## src/ssc_params.svh

```systemverilog
`ifndef SSC_PARAMS_SVH
`define SSC_PARAMS_SVH

// ----------------------------------------------------------------------
// Register placement
// ----------------------------------------------------------------------
`define SSC_CFG_OFFSET 8'h80
`define SSC_AW 8
`define SSC_DW 32

// ----------------------------------------------------------------------
// Field positions
// ----------------------------------------------------------------------
`define SSC_B_PIN_DRIVE 22
`define SSC_B_PROT_DIS 21
`define SSC_B_RSV_HI 20
`define SSC_B_RSV_LO 16
`define SSC_B_BURST_DN 15
`define SSC_B_BURST_UP 14
`define SSC_B_ACTIVITY 13
`define SSC_B_ONE 12
`define SSC_B_STREAM 11
`define SSC_B_UP_WAIT 10
`define SSC_B_DN_WAIT 9
`define SSC_B_PROBE 8
`define SSC_B_ZERO 7
`define SSC_B_LOW_PWR 6
`define SSC_B_ID_LOCK 5

// ----------------------------------------------------------------------
// Reset values
// ----------------------------------------------------------------------
`define SSC_RST_PIN_DRIVE 1'b1
`define SSC_RST_PROT_DIS 1'b0
`define SSC_RST_RSV 5'h00
`define SSC_RST_BURST_DN 1'b1
`define SSC_RST_BURST_UP 1'b0
`define SSC_RST_LOW_PWR 1'b1
`define SSC_RST_ID_LOCK 1'b1

// ----------------------------------------------------------------------
// Timing
// ----------------------------------------------------------------------
`define SSC_CLK_NS 4
`define SSC_STREAM_NS 1000
`define SSC_UP_DLY_NS 10000
`define SSC_DN_DLY_NS 4000
`define SSC_STREAM_CYC ((`SSC_STREAM_NS + `SSC_CLK_NS - 1) / `SSC_CLK_NS)
`define SSC_UP_DLY_CYC ((`SSC_UP_DLY_NS + `SSC_CLK_NS - 1) / `SSC_CLK_NS)
`define SSC_DN_DLY_CYC ((`SSC_DN_DLY_NS + `SSC_CLK_NS - 1) / `SSC_CLK_NS)
`define SSC_CNT_W 12

`endif

```

## src/ssc_pkg.sv

```systemverilog
package ssc_pkg;

  // ----------------------------------------------------------------------
  // Power sequencer states
  // ----------------------------------------------------------------------
  typedef enum logic [1:0] {
    SSC_PS_IDLE = 2'h0,
    SSC_PS_STREAM = 2'h1,
    SSC_PS_DELAY = 2'h3
  } ssc_pwr_state_t;

endpackage : ssc_pkg

```

## src/ssc_pwr_seq.sv

```systemverilog
`timescale 1ns/100ps
`default_nettype none
`include "ssc_params.svh"

module ssc_pwr_seq (
  input wire logic core_clk,
  input wire logic rst,
  input wire logic ce,
  input wire logic pme_en,
  input wire logic req,
  input wire logic up,
  output logic busy,
  output logic up_wait,
  output logic down_wait
);

  ssc_pkg::ssc_pwr_state_t state_r, state_nxt;
  logic [`SSC_CNT_W-1:0] cnt_r, cnt_nxt;
  logic dir_r, dir_nxt;
  logic busy_r, busy_nxt;
  logic upw_r, upw_nxt;
  logic dnw_r, dnw_nxt;

  // ----------------------------------------------------------------------
  // Stream and delay sequencing
  // ----------------------------------------------------------------------
  always_comb begin
    state_nxt = state_r;
    cnt_nxt = cnt_r;
    dir_nxt = dir_r;
    upw_nxt = upw_r;
    dnw_nxt = dnw_r;
    case (state_r)
      ssc_pkg::SSC_PS_IDLE: begin
        if (req) begin
          state_nxt = ssc_pkg::SSC_PS_STREAM;
          cnt_nxt = `SSC_CNT_W'(`SSC_STREAM_CYC - 1);
          dir_nxt = up;
        end
      end
      ssc_pkg::SSC_PS_STREAM: begin
        if (cnt_r == '0) begin
          state_nxt = ssc_pkg::SSC_PS_DELAY;
          cnt_nxt = dir_r ? `SSC_CNT_W'(`SSC_UP_DLY_CYC - 1)
                          : `SSC_CNT_W'(`SSC_DN_DLY_CYC - 1);
          upw_nxt = dir_r; // [RQ10]
          dnw_nxt = ~dir_r; // [RQ11]
        end else begin
          cnt_nxt = cnt_r - `SSC_CNT_W'(1);
        end
      end
      ssc_pkg::SSC_PS_DELAY: begin
        if (cnt_r == '0) begin
          state_nxt = ssc_pkg::SSC_PS_IDLE;
          upw_nxt = 1'b0; // [RQ10]
          dnw_nxt = 1'b0; // [RQ11]
        end else begin
          cnt_nxt = cnt_r - `SSC_CNT_W'(1);
        end
      end
      default: begin
        state_nxt = ssc_pkg::SSC_PS_IDLE;
      end
    endcase
    busy_nxt = (state_nxt != ssc_pkg::SSC_PS_IDLE); // [RQ9]
  end

  always_ff @(posedge core_clk or posedge rst) begin
    if (rst) begin
      state_r <= ssc_pkg::SSC_PS_IDLE;
      cnt_r <= '0;
      dir_r <= 1'b0;
      busy_r <= 1'b0;
    end else if (ce) begin
      state_r <= state_nxt;
      cnt_r <= cnt_nxt;
      dir_r <= dir_nxt;
      busy_r <= busy_nxt;
    end
  end

  // Wait flags carry context: the reset clears them only with events off.
  always_ff @(posedge core_clk) begin
    if (rst && !pme_en) begin // [RQ16]
      upw_r <= 1'b0;
      dnw_r <= 1'b0;
    end else if (!rst && ce) begin
      upw_r <= upw_nxt;
      dnw_r <= dnw_nxt;
    end
  end

  assign busy = busy_r;
  assign up_wait = upw_r;
  assign down_wait = dnw_r;

  // ----------------------------------------------------------------------
  // Checks
  // ----------------------------------------------------------------------
  property p_req_busy;
    @(posedge core_clk) disable iff (rst)
    (ce && req && state_r == ssc_pkg::SSC_PS_IDLE) |=> busy_r;
  endproperty
  a_req_busy: assert property (p_req_busy) else $error("busy not raised"); // [RQ9]

  property p_up_set;
    @(posedge core_clk) disable iff (rst)
    (ce && state_r == ssc_pkg::SSC_PS_STREAM && cnt_r == '0 && dir_r)
      |=> (upw_r && !dnw_r && busy_r);
  endproperty
  a_up_set: assert property (p_up_set) else $error("up wait not set"); // [RQ10]

  property p_dn_set;
    @(posedge core_clk) disable iff (rst)
    (ce && state_r == ssc_pkg::SSC_PS_STREAM && cnt_r == '0 && !dir_r)
      |=> (dnw_r && !upw_r);
  endproperty
  a_dn_set: assert property (p_dn_set) else $error("down wait not set"); // [RQ11]

  property p_end_clear;
    @(posedge core_clk) disable iff (rst)
    (ce && state_r == ssc_pkg::SSC_PS_DELAY && cnt_r == '0)
      |=> (!busy_r && !upw_r && !dnw_r);
  endproperty
  a_end_clear: assert property (p_end_clear) else $error("flags stuck"); // [RQ9]

  c_up_seq: cover property (@(posedge core_clk) disable iff (rst)
    $fell(upw_r));

endmodule : ssc_pwr_seq

`default_nettype wire

```

## src/ssc_config.sv

```systemverilog
`timescale 1ns/100ps
`default_nettype none
`include "ssc_params.svh"

// Overview of operation
// (RQ1) Drive reserved pins low when enabled and present.
// (RQ2) Bit 21 set disables 16-bit supply protection.
// (RQ3) Software keeps bits 20-16 unchanged on writes.
// (RQ4) Toward-card read bursts only while bit 15.
// (RQ5) Toward-host read bursts only while bit 14.
// (RQ6) Activity flag sets on access, clears on read.
// (RQ7) Bit 12 always reads one.
// (RQ8) Bit 7 always reads zero.
// (RQ9) Stream flag high until stream and delay done.
// (RQ10) Up-wait set after up stream, cleared on expiry.
// (RQ11) Down-wait set after down stream, cleared on expiry.
// (RQ12) Probe flag high while interrogation runs.
// (RQ13) Shared power-savings bit selects reduced-power mode.
// (RQ14) Lock bit makes identity registers read-only.
// (RQ15) Writable fields reset only by global reset.
// (RQ16) Context flags survive reset while events enabled.
// (RQ17) Global fields written only through function zero.
module ssc_config (
  input wire logic core_clk,
  input wire logic rst,
  input wire logic ce,
  input wire logic cfg_rd,
  input wire logic cfg_wr,
  input wire logic cfg_func,
  input wire logic [`SSC_AW-1:0] cfg_addr,
  input wire logic [`SSC_DW-1:0] cfg_wdata,
  input wire logic [3:0] cfg_be,
  output logic [`SSC_DW-1:0] cfg_rdata,
  output logic cfg_rvalid,
  input wire logic pme_en,
  input wire logic [1:0] card_access,
  input wire logic [1:0] probe_start,
  input wire logic [1:0] probe_done,
  input wire logic [1:0] pwr_req,
  input wire logic [1:0] pwr_up,
  input wire logic [1:0] cb_present_pin,
  output logic [1:0] rsvd_pin_o,
  output logic [1:0] rsvd_pin_oe,
  output logic [1:0] supply_protect_disable,
  output logic read_burst_toward_card,
  output logic read_burst_toward_host,
  output logic low_power_enable,
  output logic identity_write_lock
);

  logic hit;
  logic [1:0] drv_r, drv_nxt, prot_r, prot_nxt;
  logic [4:0] rsv_r [2];
  logic [4:0] rsv_nxt [2];
  logic [1:0] act_r, act_nxt, probe_r, probe_nxt;
  logic bdn_r, bdn_nxt, bup_r, bup_nxt, lps_r, lps_nxt, lock_r, lock_nxt;
  logic [1:0] sy1_r, sy2_r, oe_r, oe_nxt, pin_r;
  logic [`SSC_DW-1:0] rdata_r, rdata_nxt;
  logic rvalid_r, rvalid_nxt;
  logic [1:0] busy, upw, dnw;

  assign hit = (cfg_addr == `SSC_CFG_OFFSET);

  // ----------------------------------------------------------------------
  // Per-socket fields
  // ----------------------------------------------------------------------
  for (genvar s = 0; s < 2; s++) begin : g_sock
    logic wsel;
    assign wsel = ce && cfg_wr && hit && (cfg_func == s[0]);

    always_comb begin
      drv_nxt[s] = drv_r[s];
      prot_nxt[s] = prot_r[s];
      rsv_nxt[s] = rsv_r[s];
      if (wsel && cfg_be[2]) begin
        drv_nxt[s] = cfg_wdata[`SSC_B_PIN_DRIVE]; // [RQ1]
        prot_nxt[s] = cfg_wdata[`SSC_B_PROT_DIS]; // [RQ2]
        // Stored as written; software is trusted to write back. [RQ3]
        rsv_nxt[s] = cfg_wdata[`SSC_B_RSV_HI:`SSC_B_RSV_LO];
      end
      // A new access in the read cycle keeps the flag. [RQ6]
      act_nxt[s] = card_access[s] |
        (act_r[s] & ~(cfg_rd && hit && cfg_func == s[0]));
      probe_nxt[s] = probe_start[s] | (probe_r[s] & ~probe_done[s]); // [RQ12]
      oe_nxt[s] = drv_r[s] & sy2_r[s]; // [RQ1]
    end

    ssc_pwr_seq u_pwr (
      .core_clk(core_clk),
      .rst(rst),
      .ce(ce),
      .pme_en(pme_en),
      .req(pwr_req[s]),
      .up(pwr_up[s]),
      .busy(busy[s]),
      .up_wait(upw[s]),
      .down_wait(dnw[s])
    );
  end

  // ----------------------------------------------------------------------
  // Shared fields and read path
  // ----------------------------------------------------------------------
  always_comb begin
    bdn_nxt = bdn_r;
    bup_nxt = bup_r;
    lps_nxt = lps_r;
    lock_nxt = lock_r;
    // Function one cannot touch the shared fields. [RQ17]
    if (ce && cfg_wr && hit && !cfg_func) begin
      if (cfg_be[1]) begin
        bdn_nxt = cfg_wdata[`SSC_B_BURST_DN]; // [RQ4]
        bup_nxt = cfg_wdata[`SSC_B_BURST_UP]; // [RQ5]
      end
      if (cfg_be[0]) begin
        lps_nxt = cfg_wdata[`SSC_B_LOW_PWR]; // [RQ13]
        lock_nxt = cfg_wdata[`SSC_B_ID_LOCK]; // [RQ14]
      end
    end
    rvalid_nxt = cfg_rd;
    rdata_nxt = '0;
    if (cfg_rd && hit) begin
      rdata_nxt[`SSC_B_PIN_DRIVE] = drv_r[cfg_func];
      rdata_nxt[`SSC_B_PROT_DIS] = prot_r[cfg_func];
      rdata_nxt[`SSC_B_RSV_HI:`SSC_B_RSV_LO] = rsv_r[cfg_func];
      rdata_nxt[`SSC_B_BURST_DN] = bdn_r;
      rdata_nxt[`SSC_B_BURST_UP] = bup_r;
      rdata_nxt[`SSC_B_ACTIVITY] = act_r[cfg_func];
      rdata_nxt[`SSC_B_ONE] = 1'b1; // [RQ7]
      rdata_nxt[`SSC_B_STREAM] = busy[cfg_func]; // [RQ9]
      rdata_nxt[`SSC_B_UP_WAIT] = upw[cfg_func];
      rdata_nxt[`SSC_B_DN_WAIT] = dnw[cfg_func];
      rdata_nxt[`SSC_B_PROBE] = probe_r[cfg_func];
      rdata_nxt[`SSC_B_ZERO] = 1'b0; // [RQ8]
      rdata_nxt[`SSC_B_LOW_PWR] = lps_r;
      rdata_nxt[`SSC_B_ID_LOCK] = lock_r;
    end
  end

  // ----------------------------------------------------------------------
  // Registers
  // ----------------------------------------------------------------------
  // Only the global reset pin reaches these; no bus reset exists here.
  always_ff @(posedge core_clk or posedge rst) begin
    if (rst) begin // [RQ15]
      drv_r <= {2{`SSC_RST_PIN_DRIVE}};
      prot_r <= {2{`SSC_RST_PROT_DIS}};
      rsv_r[0] <= `SSC_RST_RSV;
      rsv_r[1] <= `SSC_RST_RSV;
      act_r <= 2'h0;
      bdn_r <= `SSC_RST_BURST_DN;
      bup_r <= `SSC_RST_BURST_UP;
      lps_r <= `SSC_RST_LOW_PWR;
      lock_r <= `SSC_RST_ID_LOCK;
      sy1_r <= 2'h0;
      sy2_r <= 2'h0;
      oe_r <= 2'h0;
      pin_r <= 2'h0;
      rdata_r <= '0;
      rvalid_r <= 1'b0;
    end else if (ce) begin
      drv_r <= drv_nxt;
      prot_r <= prot_nxt;
      rsv_r[0] <= rsv_nxt[0];
      rsv_r[1] <= rsv_nxt[1];
      act_r <= act_nxt;
      bdn_r <= bdn_nxt;
      bup_r <= bup_nxt;
      lps_r <= lps_nxt;
      lock_r <= lock_nxt;
      sy1_r <= cb_present_pin;
      sy2_r <= sy1_r;
      oe_r <= oe_nxt;
      pin_r <= 2'h0;
      rdata_r <= rdata_nxt;
      rvalid_r <= rvalid_nxt;
    end
  end

  // Probe flags are context: kept across reset while events are enabled.
  always_ff @(posedge core_clk) begin
    if (rst && !pme_en) begin // [RQ16]
      probe_r <= 2'h0;
    end else if (!rst && ce) begin
      probe_r <= probe_nxt;
    end
  end

  assign cfg_rdata = rdata_r;
  assign cfg_rvalid = rvalid_r;
  assign rsvd_pin_o = pin_r;
  assign rsvd_pin_oe = oe_r;
  assign supply_protect_disable = prot_r;
  assign read_burst_toward_card = bdn_r;
  assign read_burst_toward_host = bup_r;
  assign low_power_enable = lps_r;
  assign identity_write_lock = lock_r;

  // ----------------------------------------------------------------------
  // Checks
  // ----------------------------------------------------------------------
  property p_fixed_one;
    @(posedge core_clk) disable iff (rst)
    (ce && cfg_rd && hit) |=> cfg_rdata[`SSC_B_ONE];
  endproperty
  a_fixed_one: assert property (p_fixed_one) else $error("bit 12 not one"); // [RQ7]

  property p_fixed_zero;
    @(posedge core_clk) disable iff (rst)
    (ce && cfg_rd && hit) |=> !cfg_rdata[`SSC_B_ZERO] && cfg_rvalid;
  endproperty
  a_fixed_zero: assert property (p_fixed_zero) else $error("bit 7 not zero"); // [RQ8]

  property p_act_clear;
    @(posedge core_clk) disable iff (rst)
    (ce && cfg_rd && hit && !cfg_func && !card_access[0]) |=> !act_r[0];
  endproperty
  a_act_clear: assert property (p_act_clear) else $error("activity kept"); // [RQ6]

  property p_act_set;
    @(posedge core_clk) disable iff (rst)
    (ce && card_access[1]) |=> act_r[1];
  endproperty
  a_act_set: assert property (p_act_set) else $error("activity lost"); // [RQ6]

  property p_pin_drive;
    @(posedge core_clk) disable iff (rst)
    (ce && drv_r[0] && sy2_r[0]) |=> (rsvd_pin_oe[0] && !rsvd_pin_o[0]);
  endproperty
  a_pin_drive: assert property (p_pin_drive) else $error("pin not driven"); // [RQ1]

  property p_func1_wr;
    @(posedge core_clk) disable iff (rst)
    (ce && cfg_wr && cfg_func) |=> ($stable(bdn_r) && $stable(lock_r));
  endproperty
  a_func1_wr: assert property (p_func1_wr) else $error("global via fn1"); // [RQ17]

  property p_burst_wr;
    @(posedge core_clk) disable iff (rst)
    (ce && cfg_wr && hit && !cfg_func && cfg_be[1])
      |=> (read_burst_toward_host == $past(cfg_wdata[`SSC_B_BURST_UP]));
  endproperty
  a_burst_wr: assert property (p_burst_wr) else $error("burst bit wrong"); // [RQ5]

  c_read_hit: cover property (@(posedge core_clk) disable iff (rst)
    cfg_rvalid && cfg_rdata[`SSC_B_ACTIVITY]);
  c_probe: cover property (@(posedge core_clk) disable iff (rst)
    $fell(probe_r[0]));
  c_stream: cover property (@(posedge core_clk) disable iff (rst)
    $fell(busy[1]));

endmodule : ssc_config

`default_nettype wire

```

## config.mk

```make
export PLATFORM = sky130hd
export DESIGN_NAME = ssc_config
export DESIGN_NICKNAME = d
export VERILOG_FILES = /design/src/ssc_pkg.sv /design/src/ssc_pwr_seq.sv /design/src/ssc_config.sv
export VERILOG_INCLUDE_DIRS = /design/src
export SDC_FILE = /design/constraint.sdc
export NUM_CORES = 1
export LEC_CHECK = 0
export BUFFER_PORTS_ARGS = -buffer_cell sky130_fd_sc_hd__buf_2
export CAP_MARGIN = 20
export CORE_ASPECT_RATIO = 0.9
export CORE_MARGIN = 8
export CORE_UTILIZATION = 53
export CTS_CLUSTER_SIZE = 8
export DETAILED_ROUTE_END_ITERATION = 10
export PLACE_DENSITY = 0.8
export SYNTH_ARGS = -nofsm -noshare
export SYNTH_HDL_FRONTEND = slang
export SYNTH_SLANG_ARGS = --single-unit
export TNS_END_PERCENT = 30
```

## constraint.sdc

```tcl
create_clock -name core_clk -period 3 [get_ports core_clk]
set_clock_uncertainty 0.05 [all_clocks]
set_input_delay 0.15 -clock core_clk [delete_from_list [all_inputs] [get_ports core_clk]]
set_output_delay 0.15 -clock core_clk [all_outputs]
set_load 0.05 [all_outputs]
```

==> results of run 1 <==
==> power breakdown <==
part | total [mW] | internal, mW | switching [mW] | leakage [nW]
clock network | 0.959 | 0.554 | 0.405 | 0.118
logic | 0.557 | 0.232 | 0.325 | 1.21
registers | 1.34 | 1.20 | 0.133 | 0.994
==> cell usage in the layout, fill, tap and decap left out, drive strengths merged, types with 3 or more instances in the layout <==
cell	netlist	final
a31oi	6	6
or3	5	5
conb	1	17
nor4	4	4
mux2	23	23
clkbuf	16	11
bufinv	0	3
a22o	12	12
dlygate4sd3	0	18
buf	21	72
ha	4	4
dfxtp	6	6
o21ai	30	30
nor2	28	28
or2	5	5
nand2	20	20
inv	18	18
clkinv	1	3
a21oi	13	13
a32o	3	3
o22a	3	3
or4	4	4
o2bb2ai	13	13
nand3	9	9
dfstp	5	5
nand4	4	4
mux2i	16	16
nor3	10	10
dfrtp	71	71
nand2b	3	3
a21o	6	6
==> per-layer routing <==
layer	GRT usage (%)	vias to the layer above	wire length, um
met3	4.14	20	649
met5	0	-	0
met2	31.1	134	4870
met4	7.26	0	201
met1	23.6	1664	4330
li1	-	1565	-
==> final timing paths <==
path,end,slack [ps],from
min in group asynchronous,g_sock[0].u_pwr.state_r[0],120,rst
hold reg to reg,g_sock[1].u_pwr.up_wait,430,g_sock[1].u_pwr.up_wait
max in group asynchronous,g_sock[0].u_pwr.busy,2180,rst
hold / removal,cfg_rvalid,10,cfg_rd
setup reg to reg,g_sock[0].u_pwr.cnt_r[4],580,g_sock[0].u_pwr.cnt_r[0]
setup / recovery,g_sock[0].u_pwr.cnt_r[4],580,g_sock[0].u_pwr.cnt_r[0]
==> worst max-delay path, delay by kind of cell (launching register included) <==
kind	cells	cell delay [ps]
compound gates	2	470
flops	1	420
buf+inv	2	320
fa+ha+maj	1	190
simple gates	3	850
==> layout make-up <==
class	instances	area, um2
Clock inverter	5	104
Tap cell	96	120
Timing Repair Buffer	90	556
Fill cell	580	2670
Inverter	19	71.3
Clock buffer	11	131
Multi-Input combinational cell	271	1870
Sequential cell	82	2030
==> metrics by stage <==
stage	instances	utilization (%)
after floorplan	409	-
after global placement	540	59.1
after detailed placement	540	59.1
after CTS	574	64.6
after global routing	574	64.6
final	574	64.6
==> registers in the layout, indices dropped and copies added (netlist names), 4 cells and up <==
| signal | flops |
|---|---|
| g_sock.u_pwr.cnt_r | 24 |
| cfg_rdata | 17 |
| rsv_r | 10 |
| g_sock.u_pwr.state_r | 4 |
==> cell families after synthesis <==
kind of cell / after synthesis / synth area share, %
compound gates: 110 / 18.9
simple gates: 100 / 13.1
flops: 82 / 49.3
buf+inv: 56 / 7.02
mux: 39 / 10.2
fa+ha+maj: 4 / 1.22
other cells: 1 / 0.0911
xor+xnor: 1 / 0.213
==> results.toml, run 1 <==
[status]
status = "finished clean"

[clock_tree]
clockRootBuffer = "clkbuf_8"
cts_tree = "done"
numCtsBuffers = 9
cts.clk_slew.worst_paths_ps = 90
cts_setup_buffers = 0
clock_path_buffers = 2
ctsHoldBuffers = 18
cts_resized = 0
cts_max_level = 3
insertion_delay_ps = 350
clock-sinks = 82

[logic_synthesis]
async_flop_share_pct = 92.7
netlist_area_um2 = 4120
synth-edff-count = 0
synth_top_cell_area_share_pct = 43.2
yosysTopAreaCell = "dfrtp_1"
ys_top_cells_by_count = "71 x dfrtp_1, 29 x o21ai_0, 27 x nor2_1, 23 x mux2_2, 20 x nand2_1"
synth_warnings = 0
ys_seq_area_share_pct = 49.3
synth_top_cells_by_area = "dfrtp_1 43%, mux2_2 6.3%, mux2i_1 3.9%"
synth-seq-cells = 82
synth_ff_type = "dfrtp_1"
synthCells = 393
ys_types = 65
avgSynthCellArea_um2 = 10.5
yosysMostFrequentCell = "dfrtp_1"

[flow_run]
drv_cap = 0

[drt]
via_per_inst = 5.89
ant_nets = 0
routed_wl_um = 10100
drt_first_pass_iters = 4
drtIter0Drc = 226
wl_per_cell_um = 17.5
remaining_drc_errors = 0
vias = 3383

[place]
place_ws_ps = 718
dp.final_hpwl_um = 6940
place.gp.congestion = 0.911
portBuffers = 66
postPlaceCellArea_um2 = 4460

[sta]
period_minus_slack_ps = 2420
rsz0062_at_grt = "false"
hold_slack_ps = 9.93
max_slew_margin_pct = 36.3
setup_ws_ps = 581
fmax_mhz = 413
hold_viol_final = 0
slew_viol_final = 0
setup_viol = 0
setup_tns_ps = 0
fin_crit_sh_pct = 80.6
max_slew.worst_pin.slew_ps = 956

[min_path]
hold_path_depth = 3
hold_path.class = "in2reg"

[power]
peakVddDrop_mv = 0.382
power.leakage_nw = 2.32
fin_total_pwr_mw = 2.85
power_density_nw_per_um2 = 585

[floorplanning]
rows = 30
die_area_um2 = 10800
die_h_um = 99.6
start_util_pct = 54.6
fp.dieW_um = 109
coreArea_um2 = 7540
num_io_pins = 106

[critical_path]
start_kind = "flop"
cpMaxStageDelayCell = "dfrtp_1"
crit_chain = "inv_1, ha_1, nor2b_1, nand4_1, buf_4, nor2_1, o21ai_0, a22o_1"
slowest_delay_ps = 420
worstRegToRegCells = 8
cp.required_ps = 3180
crit_path_max_fanout = 12
crit_arrival_ps = 2600
critPathKind = "reg2reg"
cp-end-kind = "flop"

[layout]
syn_to_final_growth_pct = 18.5
diodes = 0
drive_above_1_share_pct = 27.6
final_area_um2 = 4880
finish.net_count = 540

[global_route]
grt_pass1_vias = 3553
antenna_found_initial = 0
grt_max_degree = 77
grt_use_total_pct = 18.9
grt_pass1_wl_um = 16800
overflow = 0
No activity file was read; power rests on OpenSTA's default activity.
==> run 2: changes to the inputs <==
- clock period: 3 -> 2.28 ns (I/O delays scaled with it)
==> results.toml, run 2 (synthesis results as in run 1) <==
[sta]
setup_viol = 0
fin_crit_sh_pct = 96.2
max_slew.worst_pin.slew_ps = 940
setup_tns_ps = 0
slew_viol_final = 0
period_minus_slack_ps = 2190
hold_viol_final = 0
max_slew_margin_pct = 37.3
fmax_mhz = 456
rsz0062_at_grt = "false"

[drt]
ant_nets = 0
remaining_drc_errors = 0
via_per_inst = 5.85
wl_per_cell_um = 17.2
drt_first_pass_iters = 5
vias = 3445
drtIter0Drc = 126
routed_wl_um = 10100

[layout]
fillCellCount = 556
final_area_um2 = 5040
regArea_um2 = 2030
syn_to_final_growth_pct = 22.6
drive_above_1_share_pct = 30.8
layout_commonest_cell = "dfrtp_1"
finish.net_count = 555
multi_input_area_um2 = 1900
largest_reg_flops = 24
largest-register = "g_sock.u_pwr.cnt_r"
final_cell_mix = "71 x dfrtp_1, 66 x buf_2, 29 x o21ai_0, 27 x nor2_1, 23 x mux2_2"
diodes = 0

[min_path]
hold_path.class = "in2reg"
hold_end = "probe_r[0]"
hold_path_depth = 4
worstHoldStart = "probe_done[0]"

[place]
place.gp.congestion = 0.880
postPlaceCellArea_um2 = 4540
portBuffers = 66
dp.final_hpwl_um = 6950

[critical_path]
critPathKind = "reg2reg"
cp_top_family = "simple AND/OR/NAND/NOR gates"
cp-end-kind = "flop"
worstReg2RegStart = "g_sock[1].u_pwr.cnt_r[9]"
timing.rr.end = "g_sock[1].u_pwr.cnt_r[2]"
crit_path_start = "g_sock[1].u_pwr.cnt_r[9]"
crit_buf_inv = 1
crit_chain = "or4_4, nor4_4, o32ai_4, buf_6, a32o_1"
cpMaxStageDelayCell = "or4_4"
crit_path_max_fanout = 14
start_kind = "flop"
rrSetupSlack_ps = 90
crit_arrival_ps = 2380
cp.required_ps = 2470
worstRegToRegCells = 5
slowest_delay_ps = 560

[clock_tree]
numCtsBuffers = 9
cts.clk_slew.worst_paths_ps = 100
cts_max_level = 3
clock-sinks = 82
insertion_delay_ps = 350
cts_tree = "done"
clock_path_buffers = 2
clockRootBuffer = "clkbuf_8"

[power]
peakVddDrop_mv = 0.498
power.leakage_nw = 2.40
power_density_nw_per_um2 = 744

[global_route]
grt_pass1_wl_um = 17100
grt_use_total_pct = 19.5
overflow = 0
grt_max_degree = 77
grt_pass1_vias = 3591
antenna_found_initial = 0

[status]
status = "finished clean"

[flow_run]
drv_cap = 0

[floorplanning]
start_util_pct = 54.6
coreArea_um2 = 7540
num_io_pins = 106
die_h_um = 99.6
fp.dieW_um = 109
die_area_um2 = 10800
rows = 30
## run 2: metrics by stage
stage | instances | hold slack [ps] | total power [mW] | util [%] | setup slack [ps]
after floorplan | 409 | 170 | 2.31 | - | 139
after global placement | 549 | 265 | 2.47 | 60.1 | 22.0
after detailed placement | 550 | 266 | 2.50 | 60.2 | 26.4
after CTS | 587 | 55.5 | 3.75 | 66.1 | 11.7
after global routing | 589 | 106 | 3.93 | 66.9 | 7.21
final | 589 | 72.9 | 3.76 | 66.9 | 86.7
## run 2: worst max-delay path by stage
stage | cells after the start | endpoint
after floorplan | 7 | g_sock[1].u_pwr.cnt_r[10]
after global placement | 5 | g_sock[1].u_pwr.cnt_r[9]
after detailed placement | 7 | g_sock[1].u_pwr.cnt_r[10]
after CTS | 7 | g_sock[1].u_pwr.cnt_r[10]
after global routing | 7 | g_sock[1].u_pwr.cnt_r[10]
final | 5 | g_sock[1].u_pwr.cnt_r[2]
## run 2: where the power goes
part	internal (mW)	switching, mW
Sequential	1.59	0.159
Combinational	0.344	0.446
Clock	0.638	0.584
## run 2: repair_timing
item	4_1_cts	5_1_grt
endpoints found under the hold margin	28	0
buffers inserted	0	2
gates resized for setup	0	7
setup endpoints to repair	0	14
hold buffers	21	0
## run 2: cell type report
class,count,share of cell area [%]
Inverter,19,1.49
Multi-Input combinational cell,271,37.6
Timing Repair Buffer,105,13.7
Tap cell,96,2.38
Clock buffer,9,2.46
Clock inverter,7,2.13
Sequential cell,82,40.2
## run 2: routing by layer
| metal | vias up | track usage, % | part of all wire [%] |
|---|---|---|---|
| li1 | 1611 | - | - |
| met1 | 1692 | 23.6 | 41 |
| met2 | 124 | 32.3 | 50 |
| met3 | 18 | 4.46 | 7.3 |
| met4 | 0 | 8.20 | 1.8 |
| met5 | - | 0 | 0 |
## run 2: worst register-to-register path: stages, from the launching register on
cell	delay, ps
dfrtp_1	410
or4_4	560
nor4_4	430
o32ai_4	200
buf_6	190
a32o_1	240
